[config.mk]
export PLATFORM = sky130hd
export DESIGN_NAME = ips_top
export DESIGN_NICKNAME = d
export VERILOG_FILES = /design/src/core/ips_arbiter.v /design/src/core/ips_top.v
export VERILOG_INCLUDE_DIRS = /design/src /design/src/core
export SDC_FILE = /design/constraint.sdc
export NUM_CORES = 1
export LEC_CHECK = 0
export BUFFER_PORTS_ARGS = -buffer_cell sky130_fd_sc_hd__buf_2
export CORE_MARGIN = 10
export CORE_UTILIZATION = 25
export DETAILED_ROUTE_END_ITERATION = 8
export GPL_TIMING_DRIVEN = 1
export PLACE_DENSITY = 0.49
export SYNTH_ARGS = -nofsm -noshare
export SYNTH_HDL_FRONTEND = slang
export SYNTH_SLANG_ARGS = --single-unit
[constraint.sdc]
create_clock -name pclk -period 4.3 [get_ports pclk]
set_clock_uncertainty 0.15 [all_clocks]
set_input_delay 0.215 -clock pclk [delete_from_list [all_inputs] [get_ports pclk]]
set_output_delay 0.215 -clock pclk [all_outputs]
set_load 0.1 [all_outputs]
[src/core/ips_defines.vh]
/*
 * Constants of the interrupt priority and status block: APB register
 * offsets, field positions, reset values and event bit positions.
 * Assumes it is included by bare name from the core files.
 */
`ifndef IPS_DEFINES_VH
`define IPS_DEFINES_VH

// register byte offsets
`define IPS_OFF_VD_PRIO      12'h000
`define IPS_OFF_MU_PRIO      12'h004
`define IPS_OFF_CTL_STAT     12'h008
`define IPS_OFF_EV_STAT      12'h00C
`define IPS_OFF_EV_MASK      12'h010

// priority field positions
`define IPS_VD_PRIO_LSB      0
`define IPS_MU_PRIO_LSB      4
`define IPS_PRIO_W           3
`define IPS_PRIO_RESET       3'h4
`define IPS_PRIO_OFF         3'h0

// control and status register fields
`define IPS_PEND_BIT         15
`define IPS_HOLD_BIT         13
`define IPS_LEVEL_LSB        8
`define IPS_LEVEL_W          4
`define IPS_VEC_LSB          0
`define IPS_VEC_W            7
`define IPS_HOLD_RESET       1'h0
`define IPS_LEVEL_RESET      4'h0
`define IPS_VEC_RESET        7'h00

// event status and mask bits
`define IPS_EV_W             2
`define IPS_EV_NEW_PEND      0
`define IPS_EV_ACK           1
`define IPS_EV_RESET         2'h0

`endif

[src/core/ips_arbiter.v]
/*
 * Combinational pick of the highest priority request among the
 * voltage-detect and measurement-unit sources.
 * Assumes requests and priority codes are stable in the pclk domain.
 */
`timescale 1ns/1ps
`default_nettype none

module ips_arbiter #(
    parameter [6:0] VD_VECTOR = 7'h01,
    parameter [6:0] MU_VECTOR = 7'h02
) (
    // source side
    input  wire       vd_req,
    input  wire [2:0] vd_prio,
    input  wire       mu_req,
    input  wire [2:0] mu_prio,
    // winner
    output reg        win_valid,
    output reg        win_sel_mu,
    output reg  [2:0] win_prio,
    output reg  [6:0] win_vec
);

    // a source counts only with a nonzero priority code
    function live;
        input       req;
        input [2:0] prio;
        begin
            live = req & (prio != 3'h0);
        end
    endfunction

    always @* begin
        win_valid  = 1'b0;
        win_sel_mu = 1'b0;
        win_prio   = 3'h0;
        win_vec    = 7'h00;
        if (live(vd_req, vd_prio) &&
            (!live(mu_req, mu_prio) || vd_prio >= mu_prio)) begin
            win_valid = 1'b1;
            win_prio  = vd_prio;
            win_vec   = VD_VECTOR;
        end else if (live(mu_req, mu_prio)) begin
            win_valid  = 1'b1;
            win_sel_mu = 1'b1;
            win_prio   = mu_prio;
            win_vec    = MU_VECTOR;
        end
    end

endmodule

`default_nettype wire

[src/core/ips_top.v]
/*
 * Interrupt priority and status block: two source priority registers,
 * the control and status register, a CPU request/acknowledge port and
 * an event interrupt, all behind an APB slave.
 * Assumes a single pclk domain and source requests synchronous to it.
 */
// Operation
// - voltage-detect priority field bits 2..0
// - priority zero disables the source
// - voltage-detect bits 15..3 read zero
// - measurement-unit field bits 6..4, rest zero
// - bit 15 flags unacknowledged pending request
// - hold set shows highest pending vector
// - hold clear shows last acknowledged vector
// - level field is new CPU level
`timescale 1ns/1ps
`default_nettype none
`include "ips_defines.vh"

module ips_top #(
    parameter [6:0] VD_VECTOR = 7'h01,
    parameter [6:0] MU_VECTOR = 7'h02
) (
    // clock and reset
    input  wire        pclk,
    input  wire        presetn,
    // apb slave
    input  wire        psel,
    input  wire        penable,
    input  wire        pwrite,
    input  wire [11:0] paddr,
    input  wire [31:0] pwdata,
    output reg  [31:0] prdata_q,
    output reg         pready_q,
    output reg         pslverr_q,
    // interrupt sources
    input  wire        vd_src_req,
    input  wire        mu_src_req,
    // cpu port
    input  wire [3:0]  cpu_level,
    input  wire        cpu_ack,
    output reg         cpu_req_q,
    output reg  [3:0]  cpu_req_level_q,
    output reg  [6:0]  cpu_req_vec_q,
    // event interrupt
    output reg         irq_q
);

    // software state
    reg  [2:0]  voltage_detect_prio_q;
    reg  [2:0]  measurement_unit_prio_q;
    reg         vector_hold_q;
    reg  [1:0]  ev_mask_q;
    reg  [1:0]  ev_stat_q;
    reg  [1:0]  ev_stat_d;

    // cpu facing state
    reg         vd_busy_q;
    reg         mu_busy_q;
    reg         pending_request_flag_q;
    reg  [3:0]  new_priority_level_q;
    reg  [6:0]  ack_vec_q;
    reg  [6:0]  vector_number_q;
    // which source the offered request belongs to
    reg         req_sel_mu_q;

    // read capture of event bits, so only reported bits get cleared
    reg  [1:0]  ev_seen_q;

    wire        win_valid;
    wire        win_sel_mu;
    wire [2:0]  win_prio;
    wire [6:0]  win_vec;

    wire        setup;
    wire        access;
    wire        wr_acc;
    wire        rd_acc;
    wire        ack_take;
    wire [3:0]  win_level;
    reg  [31:0] rd_mux;
    reg         rd_hit;
    wire [1:0]  ev_new;

    assign setup    = psel & ~penable;
    assign access   = psel & penable & pready_q;
    assign wr_acc   = access & pwrite;
    assign rd_acc   = access & ~pwrite;
    assign win_level = {1'b0, win_prio};

    // sources already acknowledged stay out until their request drops
    ips_arbiter #(
        .VD_VECTOR (VD_VECTOR),
        .MU_VECTOR (MU_VECTOR)
    ) u_arb (
        .vd_req     (vd_src_req & ~vd_busy_q),
        .vd_prio    (voltage_detect_prio_q),
        .mu_req     (mu_src_req & ~mu_busy_q),
        .mu_prio    (measurement_unit_prio_q),
        .win_valid  (win_valid),
        .win_sel_mu (win_sel_mu),
        .win_prio   (win_prio),
        .win_vec    (win_vec)
    );

    // ack only counts while a request is actually offered
    assign ack_take = cpu_ack & cpu_req_q;

    // register map decode
    function [11:0] word_addr;
        input [11:0] a;
        begin
            word_addr = {a[11:2], 2'h0};
        end
    endfunction

    // a read of the event status word, in either apb phase
    function ev_stat_read;
        input        wr;
        input [11:0] a;
        begin
            ev_stat_read = !wr && (word_addr(a) == `IPS_OFF_EV_STAT);
        end
    endfunction

    always @* begin
        rd_mux = 32'h0000_0000;
        rd_hit = 1'b1;
        case (word_addr(paddr))
            `IPS_OFF_VD_PRIO: begin
                rd_mux[`IPS_VD_PRIO_LSB +: `IPS_PRIO_W] =
                    voltage_detect_prio_q;
            end
            `IPS_OFF_MU_PRIO: begin
                rd_mux[`IPS_MU_PRIO_LSB +: `IPS_PRIO_W] =
                    measurement_unit_prio_q;
            end
            `IPS_OFF_CTL_STAT: begin
                rd_mux[`IPS_PEND_BIT] = pending_request_flag_q;
                rd_mux[`IPS_HOLD_BIT] = vector_hold_q;
                rd_mux[`IPS_LEVEL_LSB +: `IPS_LEVEL_W] =
                    new_priority_level_q;
                rd_mux[`IPS_VEC_LSB +: `IPS_VEC_W] = vector_number_q;
            end
            `IPS_OFF_EV_STAT: begin
                rd_mux[`IPS_EV_W-1:0] = ev_stat_q;
            end
            `IPS_OFF_EV_MASK: begin
                rd_mux[`IPS_EV_W-1:0] = ev_mask_q;
            end
            default: begin
                rd_hit = 1'b0;
            end
        endcase
    end

    // apb answer: zero wait state, data latched in the setup cycle
    always @(posedge pclk or negedge presetn) begin
        if (!presetn) begin
            pready_q  <= 1'b0;
            prdata_q  <= 32'h0000_0000;
            pslverr_q <= 1'b0;
            ev_seen_q <= `IPS_EV_RESET;
        end else begin
            pready_q <= setup;
            if (setup) begin
                prdata_q  <= pwrite ? 32'h0000_0000 : rd_mux;
                pslverr_q <= ~rd_hit;
                if (ev_stat_read(pwrite, paddr)) begin
                    ev_seen_q <= ev_stat_q;
                end else begin
                    ev_seen_q <= `IPS_EV_RESET;
                end
            end else if (access) begin
                // error only stands with the access phase
                pslverr_q <= 1'b0;
            end
        end
    end

    // software writable fields
    always @(posedge pclk or negedge presetn) begin
        if (!presetn) begin
            voltage_detect_prio_q   <= `IPS_PRIO_RESET;
            measurement_unit_prio_q <= `IPS_PRIO_RESET;
            vector_hold_q           <= `IPS_HOLD_RESET;
            ev_mask_q               <= `IPS_EV_RESET;
        end else if (wr_acc) begin
            case (word_addr(paddr))
                `IPS_OFF_VD_PRIO: begin
                    voltage_detect_prio_q <=
                        pwdata[`IPS_VD_PRIO_LSB +: `IPS_PRIO_W];
                end
                `IPS_OFF_MU_PRIO: begin
                    measurement_unit_prio_q <=
                        pwdata[`IPS_MU_PRIO_LSB +: `IPS_PRIO_W];
                end
                `IPS_OFF_CTL_STAT: begin
                    vector_hold_q <= pwdata[`IPS_HOLD_BIT];
                end
                `IPS_OFF_EV_MASK: begin
                    ev_mask_q <= pwdata[`IPS_EV_W-1:0];
                end
                default: begin
                    // event status is read-only, writes there drop
                    vector_hold_q <= vector_hold_q;
                end
            endcase
        end
    end

    // in-service tracking per source
    // keyed on the select, so equal vector numbers stay apart
    always @(posedge pclk or negedge presetn) begin
        if (!presetn) begin
            vd_busy_q <= 1'b0;
            mu_busy_q <= 1'b0;
        end else begin
            if (!vd_src_req) begin
                vd_busy_q <= 1'b0;
            end else if (ack_take && !req_sel_mu_q) begin
                vd_busy_q <= 1'b1;
            end
            if (!mu_src_req) begin
                mu_busy_q <= 1'b0;
            end else if (ack_take && req_sel_mu_q) begin
                mu_busy_q <= 1'b1;
            end
        end
    end

    // cpu request port and status fields
    always @(posedge pclk or negedge presetn) begin
        if (!presetn) begin
            // nothing offered or acknowledged yet
            cpu_req_q              <= 1'b0;
            cpu_req_level_q        <= `IPS_LEVEL_RESET;
            cpu_req_vec_q          <= `IPS_VEC_RESET;
            pending_request_flag_q <= 1'b0;
            new_priority_level_q   <= `IPS_LEVEL_RESET;
            ack_vec_q              <= `IPS_VEC_RESET;
            vector_number_q        <= `IPS_VEC_RESET;
            req_sel_mu_q           <= 1'b0;
        end else begin
            // an ack drops the offer; the next winner waits a cycle
            // only enabled winners reach the cpu
            cpu_req_q       <= win_valid & (win_level > cpu_level) &
                               ~ack_take;
            cpu_req_level_q <= win_level;
            cpu_req_vec_q   <= win_vec;
            req_sel_mu_q    <= win_sel_mu;
            // counted at any cpu level, so blocked requests show
            // unacknowledged request pending
            pending_request_flag_q <= win_valid & ~ack_take;
            if (ack_take) begin
                new_priority_level_q <= cpu_req_level_q;
                ack_vec_q            <= cpu_req_vec_q;
            end
            if (vector_hold_q) begin
                vector_number_q <= win_valid ? win_vec : `IPS_VEC_RESET;
            end else begin
                // hold clear falls back to the captured ack vector
                // last acknowledged vector
                vector_number_q <= ack_take ? cpu_req_vec_q : ack_vec_q;
            end
        end
    end

    // sticky events: a set in the clearing cycle wins
    assign ev_new[`IPS_EV_NEW_PEND] = win_valid & ~pending_request_flag_q
                                      & ~ack_take;
    assign ev_new[`IPS_EV_ACK]      = ack_take;

    always @* begin
        ev_stat_d = ev_stat_q;
        // bits set after the read was answered survive the clear
        if (rd_acc && ev_stat_read(pwrite, paddr)) begin
            ev_stat_d = ev_stat_q & ~ev_seen_q;
        end
        ev_stat_d = ev_stat_d | ev_new;
    end

    always @(posedge pclk or negedge presetn) begin
        if (!presetn) begin
            ev_stat_q <= `IPS_EV_RESET;
            irq_q     <= 1'b0;
        end else begin
            ev_stat_q <= ev_stat_d;
            irq_q     <= |(ev_stat_d & ev_mask_q);
        end
    end

endmodule

`default_nettype wire

# Yosys cells after proc, flatten, opt, wreduce, memory -nomap -nowiden
# Cells that the tools add are included.
[totals] out_inout_bits=47 wordCells=100 latch_bits=0 mem_bits_rw=0 rom_bits=0 n_memories=0 reg_bits=80 input_bits=56
[classes] div=0 muxes=27 bitwise=26 n_lt_le_gt_ge=2 multipliers=0 n_eq_ne=6 reduce_logical=19 n_shift=0 add_sub_neg=0
[op_table] operator="$mux 7" n=4
[op_table] operator="$eq 10x2->1 const B" n=2
[op_table] operator="$mux 16" n=1
[op_table] operator="$and 1x1->1" n=15
[op_table] operator="$mux 1" n=13
[op_table] operator="$eq 10x1->1 const B" n=1
[op_table] operator="$eq 10x3->1 const B" n=1
[op_table] operator="$logic_not 10->1" n=1
[op_table] operator="$mux 3" n=3
[op_table] operator="$pmux 2 s4" n=1
[op_table] operator="$reduce_and 2->1" n=4
[op_table] operator="$not 1->1" n=7
[op_table] operator="$mux 2" n=3
[op_table] operator="$pmux 3 s2" n=1
[op_table] operator="$reduce_bool 3->1" n=2
[op_table] operator="$logic_and 1x1->1" n=5
[op_table] operator="$reduce_or 5->1" n=1
[op_table] operator="$and 2x2->2" n=2
[op_table] operator="$gt 3x4->1" n=1
[op_table] operator="$ne 2x1->1 const B" n=2
[op_table] operator="$ge 3x3->1" n=1
[op_table] operator="$logic_not 1->1" n=3
[op_table] operator="$not 2->2" n=1
[op_table] operator="$or 2x2->2" n=1
[op_table] operator="other kinds (4)" n=4

# Longest topological paths before layout
# Gate-level depths: netlist of run 1.
[logic_depth] ltp_word=12 ltp_mapped=12 depth_no_buf=12

# Modules after synthesis
# Synthesis of run 1 repeated with hierarchy kept, for this count alone.
[unflattened] cells_unflattened=236 hier_area_um2=2841.5
[modules_own_cells] mod="ips_top" area_each_um2=2605.0 instances=1 cells_each=203 seq_area_each_um2=1503.9
[modules_own_cells] mod="ips_arbiter" area_each_um2=236.5 instances=1 cells_each=33 seq_area_each_um2=0.0

# Worst setup path before layout of run 1
# OpenSTA, ideal clock, no wires.
[synth_path] path_type="reg2reg" start="register measurement_unit_prio_q[0]" end="register cpu_req_q" required_time_ps=4020 path_buffers=0 synth_period_minus_slack_ps=2641 slack_ps=1659 setup_ps=130 arrival_time_ps=2361 stages_incl_launch_ff=12 cell_sequence="dfrtp_1 -> ha_1 -> nand2b_1 -> a21o_1 -> a211o_1 -> and2_1 -> a22o_1 -> ha_1 -> nor2b_1 -> o21a_1 -> o21ai_0 -> nor2_1"
[synth_between] elab_chain_cells=9 word_cells_on_any_way=13 classes_between="2 x order compare; 4 x mux; 3 x bitwise; 4 x reduce/logical"
[synth_rtl] element="start, declared" line_no="ips_top.v:51" source="reg [2:0] measurement_unit_prio_q;"
[synth_rtl] element="start signal, assigned" line_no="ips_top.v:185" source="measurement_unit_prio_q <= `IPS_PRIO_RESET;"
[synth_rtl] element="start signal, assigned" line_no="ips_top.v:195" source="measurement_unit_prio_q <="
[synth_rtl] element="parallel branches: the longest is 5 deep, another holds $ge 3x3->1"
[synth_rtl] element="$mux 3 (*)" line_no="ips_arbiter.v:39" source="if (live(vd_req, vd_prio) &&"
[synth_rtl] element="named net u_arb.win_prio[1]" line_no="ips_arbiter.v:21" source="output reg [2:0] win_prio,"
[synth_rtl] element="$gt 3x4->1 (*)" line_no="ips_top.v:247" source="cpu_req_q <= win_valid & (win_level > cpu_level) &"
[synth_rtl] element="$and 1x1->1 (*) (2 in series)" line_no="ips_top.v:247"
[synth_rtl] element="end signal, assigned" line_no="ips_top.v:247"
[synth_rtl] element="end, declared" line_no="ips_top.v:42" source="output reg cpu_req_q,"
# Mark *: on every way through the listed nets, which the timed path passes.
# A chain may end at the register's enable or synchronous reset.

# Worst setup path in the final report of run 1
# Ends and elaborated chain as after synthesis.

==> out/results.md, run 1 <==
| Result | Reported | Unit |
|:---|:---|:---|
| Outcome | complete, no violations | - |
| Main area contributors after synthesis | sky130_fd_sc_hd__dfrtp_1 51%, sky130_fd_sc_hd__buf_4 7.9%, sky130_fd_sc_hd__mux2_2 5.7%, sky130_fd_sc_hd__a22o_1 3.4%, sky130_fd_sc_hd__ha_1 2.9% | - |
| Gpl congestion | 0.7572 | - |
| Number of buffers inserted by port buffering | 49 | - |
| Cell Chain, Critical Path | ha_1 > nand2b_1 > a21o_1 > a211o_1 > o21ai_0 > a22o_1 > ha_1 > nor2b_1 > o21a_1 > o21ai_0 > nor2_1 | - |
| Register share of total power | 50.4 | % |
| Number of cells on the worst hold path | 2 | - |
| Critical register-to-register path startpoint | measurement_unit_prio_q[0]$_DFFE_PN0P_ | - |
| Number of levels the H-tree was split into | 2 | - |
| Library cell occupying the most area in the post-synthesis netlist | sky130_fd_sc_hd__dfrtp_1 | - |
| Number of antenna violations at the first check in global routing | 0 | - |
| Path type of the worst setup path | reg2reg | - |
| Post-DRT Antenna Nets | 0 | - |
| Setup slack, reg-to-reg | 1.33 | ns |
| Endpoint kind of the worst setup timing path | flop | - |
| WL per Instance | 14.17 | um |
| Fraction of power consumed by the clock network | 33.1 | % |
| Post-Layout Inst Area | 3045 | um^2 |
| Number of placement rows | 36 | - |
| Number of I/O pins | 103 | - |
| Synth top area share | 50.93 | % |
| Arrival time worst endpoint | 2.98 | ns |
| Wire length of the first global-routing pass | 9632 | um |
| NetSw | 0.3067 | mW |
| Final hold vios | 0 | - |
| Aggregate routed wire length | 5966 | um |
| Number of remaining DRC errors | 0 | - |
| Mapped Cells | 228 | - |
| CP startpoint kind | flop | - |
| # Max-Cap Violations | 0 | - |
| GRT Util Overall | 8.235 | % |
| Achievable frequency | 337.0 | MHz |
| CORE AREA | 9864 | um^2 |
| Overall die width | 121.1 | um |
| Final HPWL from detailed placement | 4667 | um |
| Path depth of the worst reg2reg path | 11 | - |
| Most used DFF post-synth | sky130_fd_sc_hd__dfrtp_1 | - |
| Endpoint of the lowest-slack register-to-register path | cpu_req_q$_DFF_PN0_ | - |
| Internal power summed over all cells | 0.7068 | mW |
| Total Die Area | 14660 | um^2 |
| Class of the tightest hold or removal check | in2reg | - |
| Mean Syn Cell Area | 11.21 | um^2 |
| Share of flip-flops with an asynchronous set or reset after synthesis | 100.0 | % |
| P_leak | 1.557 | nW |
| DRC marker count from the first detailed-route iteration | 59 | - |
| Crit-path max FO | 6 | - |
| Fillcell total | 1044 | - |
| Nets | 349 | - |
| Number of distinct library cells after synthesis | 42 | - |
| Via count of the first global-routing pass | 1915 | - |
| Pre-antenna DRT Iters | 4 | - |
| #FFs+latches synth | 54 | - |
| Layout cells sized above 1 | 27.78 | % |
| Area of placed instances | 2845 | um^2 |
| Most used standard cell by instance count after synthesis | sky130_fd_sc_hd__dfrtp_1 | - |
| Mapped cell area | 2555 | um^2 |
| Post-route minimum period | 2.967 | ns |
| Final max-slew violation count | 0 | - |
| Slowest cell delay on critical path | 0.48 | ns |
| Critical path endpoint | cpu_req_q$_DFF_PN0_ | - |
| GRT overflow | 0 | - |
| Area growth from synthesis to layout | 19.20 | % |
| Start point of the critical path | measurement_unit_prio_q[0]$_DFFE_PN0P_ | - |
| Sum Neg Setup Slack | 0 | ns |
| Leading post-synthesis cells by instance count | 52 x sky130_fd_sc_hd__dfrtp_1, 27 x sky130_fd_sc_hd__buf_4, 16 x sky130_fd_sc_hd__nand2_1, 14 x sky130_fd_sc_hd__o21ai_0, 13 x sky130_fd_sc_hd__mux2_2 | - |
| Sequential fraction of the synthesis area | 52.99 | % |
| Number of synthesized flops with an enable pin | 0 | - |
| Unrepaired setup endpoints after global routing | no | - |
| Buffer cell driving the clock tree root | sky130_fd_sc_hd__clkbuf_8 | - |
| Number of CTS-inserted buffers | 5 | - |
| Slew HR | 54.34 | % |
| Final-report setup violation count | 0 | - |
| Pin slew with the least headroom to its limit | 0.6849 | ns |
| Clock insertion delay at the later pin of the skew report | 0.30 | ns |
| Initial standard-cell utilization of the core | 25.90 | % |
| Vertical die dimension | 121.1 | um |
| Final Cycle Share | 69.00 | % |
| CTS sink count | 54 | - |
| Maximum ir drop on the vdd rail | 0.0001352 | V |
| P per Cell Area | 332.8 | nW/um^2 |
| Switching share of total power | 30.26 | % |
| Resized Gates After CTS | 0 | - |
| Combinational fraction of design power | 16.4 | % |
| Via density per instance | 4.147 | - |
| Total number of vias | 1746 | - |
| TritonCTS clock tree | yes | - |
| Critical Path RT | 4.31 | ns |
| Max Buffers Root-to-Sink | 2 | - |
| Clock transition at path regs | 0.09 | ns |
| Antenna Cells | 0 | - |
| Count of yosys warnings during synthesis | 0 | - |
| Slowest CP cell | sky130_fd_sc_hd__dfrtp_1 | - |
| Largest net degree at the start of global routing | 55 | - |
[worst max-delay path: cells and delay by family (launching register included)]
kind / cells / cell delay (ns)
and+or+nand+nor: 3 / 0.34
DFF: 1 / 0.48
adders and majority gates: 2 / 0.56
AOI/OAI and AO/OA: 6 / 1.28
[layer usage]
metal	vias up	track usage (%)	share of wire (%)
met5	-	0	0
met4	0	2.262	0.84
met3	7	3.025	7.9
met2	53	13.74	46
met1	829	9.711	45
li1	857	-	-
[layout by cell type (no fill, tap or decap), types with 2 or more instances in the layout]
| cell type | count |
|---|---|
| sky130_fd_sc_hd__dfrtp_1 | 52 |
| sky130_fd_sc_hd__buf_2 | 49 |
| sky130_fd_sc_hd__conb_1 | 26 |
| sky130_fd_sc_hd__nand2_1 | 16 |
| sky130_fd_sc_hd__o21ai_0 | 14 |
| sky130_fd_sc_hd__mux2_2 | 13 |
| sky130_fd_sc_hd__inv_1 | 10 |
| sky130_fd_sc_hd__a22o_1 | 10 |
| sky130_fd_sc_hd__dlygate4sd3_1 | 9 |
| sky130_fd_sc_hd__and2_1 | 8 |
| sky130_fd_sc_hd__nor2_1 | 8 |
| sky130_fd_sc_hd__and3_1 | 7 |
| sky130_fd_sc_hd__ha_1 | 6 |
| sky130_fd_sc_hd__clkbuf_8 | 5 |
| sky130_fd_sc_hd__nor3_1 | 4 |
| sky130_fd_sc_hd__nor2b_1 | 4 |
| sky130_fd_sc_hd__nand2b_1 | 3 |
| sky130_fd_sc_hd__o21a_1 | 3 |
| sky130_fd_sc_hd__a31oi_1 | 3 |
| sky130_fd_sc_hd__a22oi_1 | 3 |
| sky130_fd_sc_hd__mux2i_1 | 3 |
| sky130_fd_sc_hd__a21o_1 | 2 |
| sky130_fd_sc_hd__or2_2 | 2 |
| sky130_fd_sc_hd__o31ai_1 | 2 |
| sky130_fd_sc_hd__nand3_1 | 2 |
| sky130_fd_sc_hd__o2bb2ai_1 | 2 |
| sky130_fd_sc_hd__or3_1 | 2 |
| sky130_fd_sc_hd__dfstp_2 | 2 |
[power groups by stage]
| stage | combinational (mW) | clock, mW | sequential [mW] |
|---|---|---|---|
| 5_1_grt | 0.175 | 0.373 | 0.512 |
| 4_1_cts | 0.167 | 0.352 | 0.511 |
| 3_3_place_gp | 0.159 | 0 | 0.521 |
| 2_1_floorplan | 0.134 | 0 | 0.534 |
| 6_report | 0.166 | 0.336 | 0.511 |
| 3_5_place_dp | 0.160 | 0 | 0.521 |
[per-stage QoR]
stage	total power, mW	cells	utilization [%]	worst slack, ns	hold WS [ns]
3_5_place_dp	0.6816	404	28.84	1.366	0.2462
5_1_grt	1.060	421	30.87	1.167	0.01060
6_report	1.013	421	30.87	1.333	0.01741
4_1_cts	1.030	421	30.87	1.326	0.002600
2_1_floorplan	0.6677	253	-	1.659	-0.2306
3_3_place_gp	0.6801	404	28.84	1.388	0.2399
[cell type report]
cell class              instances  area, um^2  area share, %
clock buffers                   6       72.57          2.383
clock inverters                 2       37.54          1.233
inverters                      10       37.54          1.233
multi-input cells             157        1035          33.98
flip-flops and latches         54        1354          44.45
well taps                     133       166.4          5.464
repair buffers                 59       342.8          11.26
[registers in the layout, indices dropped and copies added, names as in the netlist, 3 cells and up]
register	flops
vector_number_q	7
measurement_unit_prio_q	3
ack_vec_q	7
voltage_detect_prio_q	3
cpu_req_level_q	3
new_priority_level_q	3
prdata_q	12
[logic make-up after synthesis]
group,synth area share (%)
AOI/OAI and AO/OA,12.14
adders and majority gates,2.938
and+or+nand+nor,14.69
other,0.1468
DFF,52.99
muxes,6.905
buffers and inverters,10.19
[worst min path at each step]
| stage | startpoint | to | slack (ns) |
|---|---|---|---|
| 2_1_floorplan | presetn | ack_vec_q[0]$_DFF_PN0_ | -0.23 |
| 3_3_place_gp | presetn | prdata_q[8]$_DFFE_PN0P_ | 0.24 |
| 3_5_place_dp | presetn | prdata_q[8]$_DFFE_PN0P_ | 0.25 |
| 4_1_cts | pwdata[2] | voltage_detect_prio_q[2]$_DFFE_PN1P_ | 0.003 |
| 5_1_grt | pwdata[2] | voltage_detect_prio_q[2]$_DFFE_PN1P_ | 0.01 |
| 6_report | pwdata[2] | voltage_detect_prio_q[2]$_DFFE_PN1P_ | 0.02 |
[what timing repair did]
item,in CTS,in global routing
endpoints found under the hold margin,62,0
hold buffers,9,0
buffers inserted,0,0
Note: power is estimated with default switching activity, not from simulation.
==> run 2, diff against run 1 <==
--- a/config.mk
+++ b/config.mk
@@ -6,12 +6,13 @@
 export SDC_FILE = /design/constraint.sdc
 export NUM_CORES = 1
 export LEC_CHECK = 0
+export ABC_AREA = 1
 export BUFFER_PORTS_ARGS = -buffer_cell sky130_fd_sc_hd__buf_2
 export CORE_MARGIN = 10
 export CORE_UTILIZATION = 25
 export DETAILED_ROUTE_END_ITERATION = 8
 export GPL_TIMING_DRIVEN = 1
-export PLACE_DENSITY = 0.49
+export PLACE_DENSITY = 0.5
 export SYNTH_ARGS = -nofsm -noshare
 export SYNTH_HDL_FRONTEND = slang
 export SYNTH_SLANG_ARGS = --single-unit
==> constraint.sdc (replaced) <==
create_clock -name pclk -period 2.5 [get_ports pclk]
set_clock_uncertainty 0.15 [all_clocks]
set_input_delay 0.125 -clock pclk [delete_from_list [all_inputs] [get_ports pclk]]
set_output_delay 0.125 -clock pclk [all_outputs]
set_load 0.1 [all_outputs]
==> run 2 against run 1 <==
  * Die area increased by 2.8%
  * Routed wire length increased by 6.8%
  * Total power increased by 100%
  * Combinational power increased to 2.9 times the previous value
  * Largest power group unchanged
  * Critical endpoint unchanged
  * Fmax increased by 23%
  * Cell area increased by 9.0%
  * Critical path type unchanged
  * Hold slack improved by 0.032 ns
  * Sequential share of layout area decreased by 3.7 points
  * Area after synthesis increased by 3.3%
  * Global-route usage increased by 0.17 points
==> out/results.md, run 2 <==
| Result | Reported | Unit |
|:---|:---|:---|
| Number of remaining DRC errors | 0 | - |
| Sequential fraction of the synthesis area | 51.28 | % |
| Fraction of power consumed by the clock network | 30.1 | % |
| P_leak | 1.706 | nW |
| Vertical die dimension | 122.8 | um |
| Fillcell total | 1097 | - |
| Achievable frequency | 415.8 | MHz |
| Max Buffers Root-to-Sink | 2 | - |
| Number of I/O pins | 103 | - |
| # Max-Cap Violations | 0 | - |
| Final Cycle Share | 96.21 | % |
| Leading post-synthesis cells by instance count | 71 x sky130_fd_sc_hd__nand2_1, 52 x sky130_fd_sc_hd__dfrtp_1, 38 x sky130_fd_sc_hd__inv_1, 29 x sky130_fd_sc_hd__buf_4, 25 x sky130_fd_sc_hd__nor2_1 | - |
| Final hold vios | 0 | - |
| Combinational fraction of design power | 23.4 | % |
| DRC marker count from the first detailed-route iteration | 55 | - |
| Post-route minimum period | 2.405 | ns |
| Class of the tightest hold or removal check | in2reg | - |
| Overall die width | 122.8 | um |
| Number of antenna violations at the first check in global routing | 0 | - |
| Mean Syn Cell Area | 8.572 | um^2 |
| Buffer cell driving the clock tree root | sky130_fd_sc_hd__clkbuf_8 | - |
| Mapped cell area | 2640 | um^2 |
| Unrepaired setup endpoints after global routing | yes | - |
| Aggregate routed wire length | 6370 | um |
| GRT overflow | 0 | - |
| Final HPWL from detailed placement | 5161 | um |
| Mapped Cells | 308 | - |
| CP startpoint kind | flop | - |
| Gpl congestion | 0.7696 | - |
| Clock transition at path regs | 0.10 | ns |
| Most frequent cells in the layout | 67 x sky130_fd_sc_hd__nand2_1, 52 x sky130_fd_sc_hd__dfrtp_1, 49 x sky130_fd_sc_hd__buf_2, 36 x sky130_fd_sc_hd__inv_1, 26 x sky130_fd_sc_hd__conb_1 | - |
| Number of buffers inserted by port buffering | 49 | - |
| Post-DRT Antenna Nets | 0 | - |
| Most common cell after layout, fill and taps aside | sky130_fd_sc_hd__nand2_1 | - |
| Crit-path max FO | 6 | - |
| Initial standard-cell utilization of the core | 25.57 | % |
| WL per Instance | 12.27 | um |
| CTS sink count | 54 | - |
| Outcome | complete, no violations | - |
| GRT Util Overall | 8.408 | % |
| Final Total Pwr | 2.031 | mW |
| Most used standard cell by instance count after synthesis | sky130_fd_sc_hd__nand2_1 | - |
| Number of placement rows | 37 | - |
| Library cell occupying the most area in the post-synthesis netlist | sky130_fd_sc_hd__dfrtp_1 | - |
| Arrival time worst endpoint | 2.49 | ns |
| Share of flip-flops with an asynchronous set or reset after synthesis | 100.0 | % |
| Wire length of the first global-routing pass | 10220 | um |
| Most used DFF post-synth | sky130_fd_sc_hd__dfrtp_1 | - |
| Total number of vias | 2067 | - |
| Endpoint kind of the worst setup timing path | flop | - |
| Post-route worst setup slack | 0.09474 | ns |
| Worst setup slack after placement | -0.1260 | ns |
| Routed length on met1 | 2701 | um |
| Final max-slew violation count | 0 | - |
| Via density per instance | 3.983 | - |
| #FFs+latches synth | 54 | - |
| Number of synthesized flops with an enable pin | 0 | - |
| NetSw | 0.7088 | mW |
| Top flop regs | prdata_q x12, ack_vec_q x7, vector_number_q x7 | - |
| P per Cell Area | 612.0 | nW/um^2 |
| Layout cells sized above 1 | 25.33 | % |
| Path type of the worst setup path | reg2reg | - |
| Total met2 wirelength after detailed routing | 3146 | um |
| Critical Path RT | 2.59 | ns |
| Number of levels the H-tree was split into | 2 | - |
| Via count of the first global-routing pass | 2123 | - |
| Met3 wirelength from detailed routing | 457 | um |
| Final-report setup violation count | 0 | - |
| Highest layer used for signal routing | met4 | - |
| Maximum ir drop on the vdd rail | 0.0002210 | V |
| Count of yosys warnings during synthesis | 0 | - |
| Antenna Cells | 0 | - |
| Number of flip-flops in the largest register | 12 | - |
| Synth top area share | 49.29 | % |
| CORE AREA | 10320 | um^2 |
| Number of CTS-inserted buffers | 5 | - |
| Core occupancy in the finished layout | 32.14 | % |
| Most flop-heavy register | prdata_q | - |
| Internal power summed over all cells | 1.322 | mW |
| Clock insertion delay at the later pin of the skew report | 0.31 | ns |
| TritonCTS clock tree | yes | - |
| Nets | 444 | - |
| Pre-antenna DRT Iters | 4 | - |
| Total Die Area | 15070 | um^2 |
| Main area contributors after synthesis | sky130_fd_sc_hd__dfrtp_1 49%, sky130_fd_sc_hd__nand2_1 10%, sky130_fd_sc_hd__buf_4 8.2%, sky130_fd_sc_hd__inv_1 5.4%, sky130_fd_sc_hd__nand3_1 4.5% | - |
| Register share of total power | 46.5 | % |
| Switching share of total power | 34.90 | % |
| Area growth from synthesis to layout | 25.69 | % |
| Largest net degree at the start of global routing | 26 | - |
| Number of distinct library cells after synthesis | 26 | - |
[run 2: cell count changes after synthesis, moves of 4 or more]
cell                      previous run  this run
sky130_fd_sc_hd__nor2_1              8        25
sky130_fd_sc_hd__mux2_2             13         0
sky130_fd_sc_hd__o21ai_1             0         4
sky130_fd_sc_hd__and3_1              7         0
sky130_fd_sc_hd__a22o_1             10         0
sky130_fd_sc_hd__nand2_1            16        71
sky130_fd_sc_hd__nor3_1              4         8
sky130_fd_sc_hd__inv_1              10        38
sky130_fd_sc_hd__and2_1              8         0
sky130_fd_sc_hd__nand3_1             2        24
sky130_fd_sc_hd__a21oi_1             1         8
sky130_fd_sc_hd__nor2b_1             4         0
sky130_fd_sc_hd__nor2_2              0         4
sky130_fd_sc_hd__o31ai_2             0         4
[run 2: metrics by stage]
step	cell area (um^2)	TNS (ns)	std cells	hold slack (ns)
2_1_floorplan	2734	0	333	-0.3206
3_3_place_gp	2988	-0.09685	496	-0.1212
3_5_place_dp	2988	-0.1260	496	-0.1212
4_1_cts	3258	0	518	0.04448
5_1_grt	3318	-0.06428	519	0.06804
6_report	3318	0	519	0.04897
[run 2: layout make-up]
cell class | count | area, um^2 | area share, %
clock buffers | 5 | 68.82 | 2.074
clock inverters | 3 | 48.80 | 1.471
inverters | 40 | 150.1 | 4.525
multi-input cells | 207 | 1061 | 31.98
flip-flops and latches | 54 | 1354 | 40.80
well taps | 136 | 170.2 | 5.128
repair buffers | 74 | 465.4 | 14.03
[run 2: final timing paths]
kind	from	to	slack, ns	cells after the start
worst min register to register	cpu_req_level_q[0]$_DFF_PN0_	new_priority_level_q[0]$_DFFE_PN0P_	0.34	2
min in group asynchronous	presetn	prdata_q[0]$_DFFE_PN0P_	0.07	2
worst max register to register	measurement_unit_prio_q[2]$_DFFE_PN1P_	cpu_req_q$_DFF_PN0_	0.09	14
worst min-delay path	pwrite	ev_stat_q[0]$_DFF_PN0_	0.05	5
max in group asynchronous	presetn	vector_number_q[0]$_DFF_PN0_	1.52	3
worst max-delay path	measurement_unit_prio_q[2]$_DFFE_PN1P_	cpu_req_q$_DFF_PN0_	0.09	14
[run 2: layer usage]
layer	GRT usage, %	vias to the layer above
li1	-	1068
met1	9.973	953
met2	14.29	40
met3	2.755	6
met4	2.209	0
met5	0	-
[run 2: timing repair]
item                                    4_1_cts  5_1_grt
resized for setup                             5       14
setup buffers                                 1        1
endpoints found under the hold margin        65        0
gates cloned                                  0        0
endpoints found under the setup margin        1        1
hold buffers                                 13        0
pin swaps                                     1        5
[run 2: cells by family after synthesis]
| group | share of synthesized area (%) |
|---|---|
| buf+inv | 14.64 |
| flops | 51.28 |
| compound gates | 8.152 |
| other cells | 0.1420 |
| fa+ha+maj | 2.844 |
| simple gates | 22.94 |
[run 2: critical path, cell delays in order (launching register included)]
cell                      delay [ns]
sky130_fd_sc_hd__dfstp_2        0.55
sky130_fd_sc_hd__inv_2          0.05
sky130_fd_sc_hd__ha_4           0.26
sky130_fd_sc_hd__nand2_2        0.05
sky130_fd_sc_hd__o21ai_2        0.12
sky130_fd_sc_hd__nor2_2         0.07
sky130_fd_sc_hd__nor2_4         0.17
sky130_fd_sc_hd__nor2_2         0.06
sky130_fd_sc_hd__nand2_1        0.07
sky130_fd_sc_hd__nand2_2        0.08
sky130_fd_sc_hd__ha_4           0.28
sky130_fd_sc_hd__a21oi_2        0.05
sky130_fd_sc_hd__nor2_1         0.11
sky130_fd_sc_hd__o21ai_1        0.07
sky130_fd_sc_hd__nor3_1         0.18
[run 2: power groups by stage]
| stage | clock, mW | combinational (mW) | sequential (mW) |
|---|---|---|---|
| floorplan | 0 | 0.309 | 1.03 |
| global placement | 0 | 0.444 | 0.960 |
| detailed placement | 0 | 0.448 | 0.962 |
| CTS | 0.630 | 0.470 | 0.945 |
| global route | 0.659 | 0.512 | 0.950 |
| finish | 0.611 | 0.476 | 0.943 |
==> run 3, diff against run 2 <==
--- a/config.mk
+++ b/config.mk
@@ -12,7 +12,7 @@
 export CORE_UTILIZATION = 25
 export DETAILED_ROUTE_END_ITERATION = 8
 export GPL_TIMING_DRIVEN = 1
-export PLACE_DENSITY = 0.5
+export PLACE_DENSITY = 0.49
 export SYNTH_ARGS = -nofsm -noshare
 export SYNTH_HDL_FRONTEND = slang
 export SYNTH_SLANG_ARGS = --single-unit
==> constraint.sdc (replaced) <==
create_clock -name pclk -period 3.1 [get_ports pclk]
set_clock_uncertainty 0.15 [all_clocks]
set_input_delay 0.155 -clock pclk [delete_from_list [all_inputs] [get_ports pclk]]
set_output_delay 0.155 -clock pclk [all_outputs]
set_load 0.1 [all_outputs]
==> run 3 against run 2 <==
  * Total power is 20% lower
  * Combinational power down 23%
  * Register-to-register slack improved by 0.29 ns
  * Sequential cell count is the same
  * Sequential power is 19% lower
  * Hold slack better by 0.046 ns
  * Critical path type unchanged
==> out/results.md, run 3 (synthesis gave the netlist of run 2 again) <==
| Result | Reported | Unit |
|:---|:---|:---|
| Outcome | complete, no violations | - |
| Number of I/O pins | 103 | - |
| Number of cells on the worst hold path | 4 | - |
| Slew HR | 59.22 | % |
| DRC marker count from the first detailed-route iteration | 72 | - |
| CORE AREA | 10320 | um^2 |
| Number of antenna violations at the first check in global routing | 0 | - |
| Endpoint kind of the worst setup timing path | flop | - |
| Via density per instance | 4.035 | - |
| Critical Path RT | 3.16 | ns |
| Endpoint of the lowest-slack register-to-register path | cpu_req_q$_DFF_PN0_ | - |
| Path type of the worst setup path | reg2reg | - |
| Min-Delay Endpoint | pslverr_q$_DFFE_PN0P_ | - |
| Total number of vias | 2054 | - |
| Overall die width | 122.8 | um |
| Via count of the first global-routing pass | 2041 | - |
| Vertical die dimension | 122.8 | um |
| Final HPWL from detailed placement | 5107 | um |
| Nets | 434 | - |
| P per Cell Area | 511.4 | nW/um^2 |
| Area growth from synthesis to layout | 20.43 | % |
| Number of buffers inserted by port buffering | 49 | - |
| Sum Neg Setup Slack | 0 | ns |
| Most flop-heavy register | prdata_q | - |
| P_leak | 1.662 | nW |
| Area of placed instances | 2928 | um^2 |
| Clock insertion delay at the later pin of the skew report | 0.31 | ns |
| Initial standard-cell utilization of the core | 25.57 | % |
| GRT overflow | 0 | - |
| Slowest cell delay on critical path | 0.57 | ns |
| Crit-path max FO | 7 | - |
| Final Cycle Share | 87.54 | % |
| Largest net degree at the start of global routing | 29 | - |
| Number of CTS-inserted buffers | 5 | - |
| Total Die Area | 15070 | um^2 |
| Number of flip-flops in the largest register | 12 | - |
| CP startpoint kind | flop | - |
| WL per Instance | 12.37 | um |
| Post-route minimum period | 2.714 | ns |
| Final Total Pwr | 1.626 | mW |
| # Max-Cap Violations | 0 | - |
| Cell Chain, Critical Path | inv_1 > ha_1 > nand2_1 > o21ai_0 > nor2_1 > nor2_2 > nor2_1 > nand2_1 > nand2_1 > ha_1 > a21oi_1 > nor2_1 > o21ai_0 > nor3_1 | - |
| Pin slew with the least headroom to its limit | 0.6118 | ns |
| Top flop regs | prdata_q x12, ack_vec_q x7, vector_number_q x7 | - |
| Final max-slew violation count | 0 | - |
| Maximum ir drop on the vdd rail | 0.0001654 | V |
| Critical register-to-register path startpoint | measurement_unit_prio_q[2]$_DFFE_PN1P_ | - |
| Gpl congestion | 0.7910 | - |
| Non-filler instance count after layout | 509 | - |
| Clock transition at path regs | 0.10 | ns |
| Class of the tightest hold or removal check | in2reg | - |
| Arrival time worst endpoint | 2.77 | ns |
| CP delay by family, top | simple AND/OR/NAND/NOR gates | - |
| Slowest CP cell | sky130_fd_sc_hd__dfstp_2 | - |
| Achievable frequency | 368.5 | MHz |
| Max Buffers Root-to-Sink | 2 | - |
| TritonCTS clock tree | yes | - |
| Antenna Cells | 0 | - |
| Worst Path Buf+Inv | 1 | - |
| Aggregate routed wire length | 6297 | um |
| Wire length of the first global-routing pass | 9970 | um |
| Number of remaining DRC errors | 0 | - |
| Layout cells sized above 1 | 19.57 | % |
| Path depth of the worst reg2reg path | 14 | - |
| CTS sink count | 54 | - |
| Pre-antenna DRT Iters | 4 | - |
| Buffer cell driving the clock tree root | sky130_fd_sc_hd__clkbuf_8 | - |
| Worst min-delay path startpoint | psel | - |
| Unrepaired setup endpoints after global routing | no | - |
| Setup slack, reg-to-reg | 0.39 | ns |
| Fillcell total | 1100 | - |
| Final hold vios | 0 | - |
| Number of levels the H-tree was split into | 2 | - |
| Number of placement rows | 37 | - |
| GRT Util Overall | 8.218 | % |
| Final-report setup violation count | 0 | - |
| Most common cell after layout, fill and taps aside | sky130_fd_sc_hd__nand2_1 | - |
| Post-DRT Antenna Nets | 0 | - |
| Most frequent cells in the layout | 71 x sky130_fd_sc_hd__nand2_1, 52 x sky130_fd_sc_hd__dfrtp_1, 49 x sky130_fd_sc_hd__buf_2, 38 x sky130_fd_sc_hd__inv_1, 26 x sky130_fd_sc_hd__conb_1 | - |
| Critical path depth in cells | 14 | - |
| Number of cells after detailed placement | 488 | - |
| Post-Layout Inst Area | 3179 | um^2 |
==> run 3: cell count changes in the layout (fill, tap and decap cells not counted), sizes merged <==
cell / before / now
clkinvlp: 1 / 0
clkbuf: 5 / 6
buf: 61 / 51
==> run 3: per-layer routing <==
metal  GRT usage (%)  vias up  wire (um)
met3           2.479        8        447
met4           2.430        0         72
met2           13.82       41       3059
met5               0        -          0
li1                -     1048          -
met1           9.893      957       2717
==> run 3: worst register-to-register path, cell delays in order (launching register included) <==
cell and delay (ns):
sky130_fd_sc_hd__dfstp_2 0.57, sky130_fd_sc_hd__inv_1 0.08, sky130_fd_sc_hd__ha_1 0.30, sky130_fd_sc_hd__nand2_1 0.05
sky130_fd_sc_hd__o21ai_0 0.16, sky130_fd_sc_hd__nor2_1 0.07, sky130_fd_sc_hd__nor2_2 0.21, sky130_fd_sc_hd__nor2_1 0.12
sky130_fd_sc_hd__nand2_1 0.07, sky130_fd_sc_hd__nand2_1 0.09, sky130_fd_sc_hd__ha_1 0.31, sky130_fd_sc_hd__a21oi_1 0.16
sky130_fd_sc_hd__nor2_1 0.05, sky130_fd_sc_hd__o21ai_0 0.15, sky130_fd_sc_hd__nor3_1 0.07
==> run 3: worst max-delay path by stage <==
stage	from	end
5_1_grt	measurement_unit_prio_q[2]$_DFFE_PN1P_	cpu_req_q$_DFF_PN0_
6_report	measurement_unit_prio_q[2]$_DFFE_PN1P_	cpu_req_q$_DFF_PN0_
3_3_place_gp	measurement_unit_prio_q[2]$_DFFE_PN1P_	cpu_req_q$_DFF_PN0_
3_5_place_dp	measurement_unit_prio_q[2]$_DFFE_PN1P_	cpu_req_q$_DFF_PN0_
2_1_floorplan	measurement_unit_prio_q[2]$_DFFE_PN1P_	cpu_req_q$_DFF_PN0_
4_1_cts	measurement_unit_prio_q[2]$_DFFE_PN1P_	cpu_req_q$_DFF_PN0_
==> run 3: timing repair <==
action,CTS,global route
endpoints found under the hold margin,37,0
hold buffers,13,0
setup buffers,0,0
resized for setup,0,0
==> run 3: stage by stage <==
step | setup slack (ns) | util [%] | hold WS [ns]
floorplan | 0.7330 | - | -0.2906
global placement | 0.3983 | 28.36 | 0.04715
detailed placement | 0.3495 | 28.36 | 0.05901
CTS | 0.3270 | 30.80 | 0.09007
global route | 0.1618 | 30.80 | 0.1161
finish | 0.3861 | 30.80 | 0.09542
==> run 3: final cells by class <==
| class | count | area (um^2) | area share (%) |
|---|---|---|---|
| Sequential cell | 54 | 1354 | 42.58 |
| Multi-Input combinational cell | 207 | 993.5 | 31.25 |
| Timing Repair Buffer | 64 | 390.4 | 12.28 |
| Tap cell | 136 | 170.2 | 5.352 |
| Inverter | 40 | 150.1 | 4.723 |
| Clock buffer | 6 | 82.58 | 2.597 |
| Clock inverter | 2 | 38.79 | 1.220 |
==> run 3: power by group <==
| part | switching [mW] | internal, mW | total [mW] |
|---|---|---|---|
| clock | 0.232 | 0.266 | 0.498 |
| combinational | 0.305 | 0.0611 | 0.367 |
| sequential | 0.0138 | 0.747 | 0.761 |
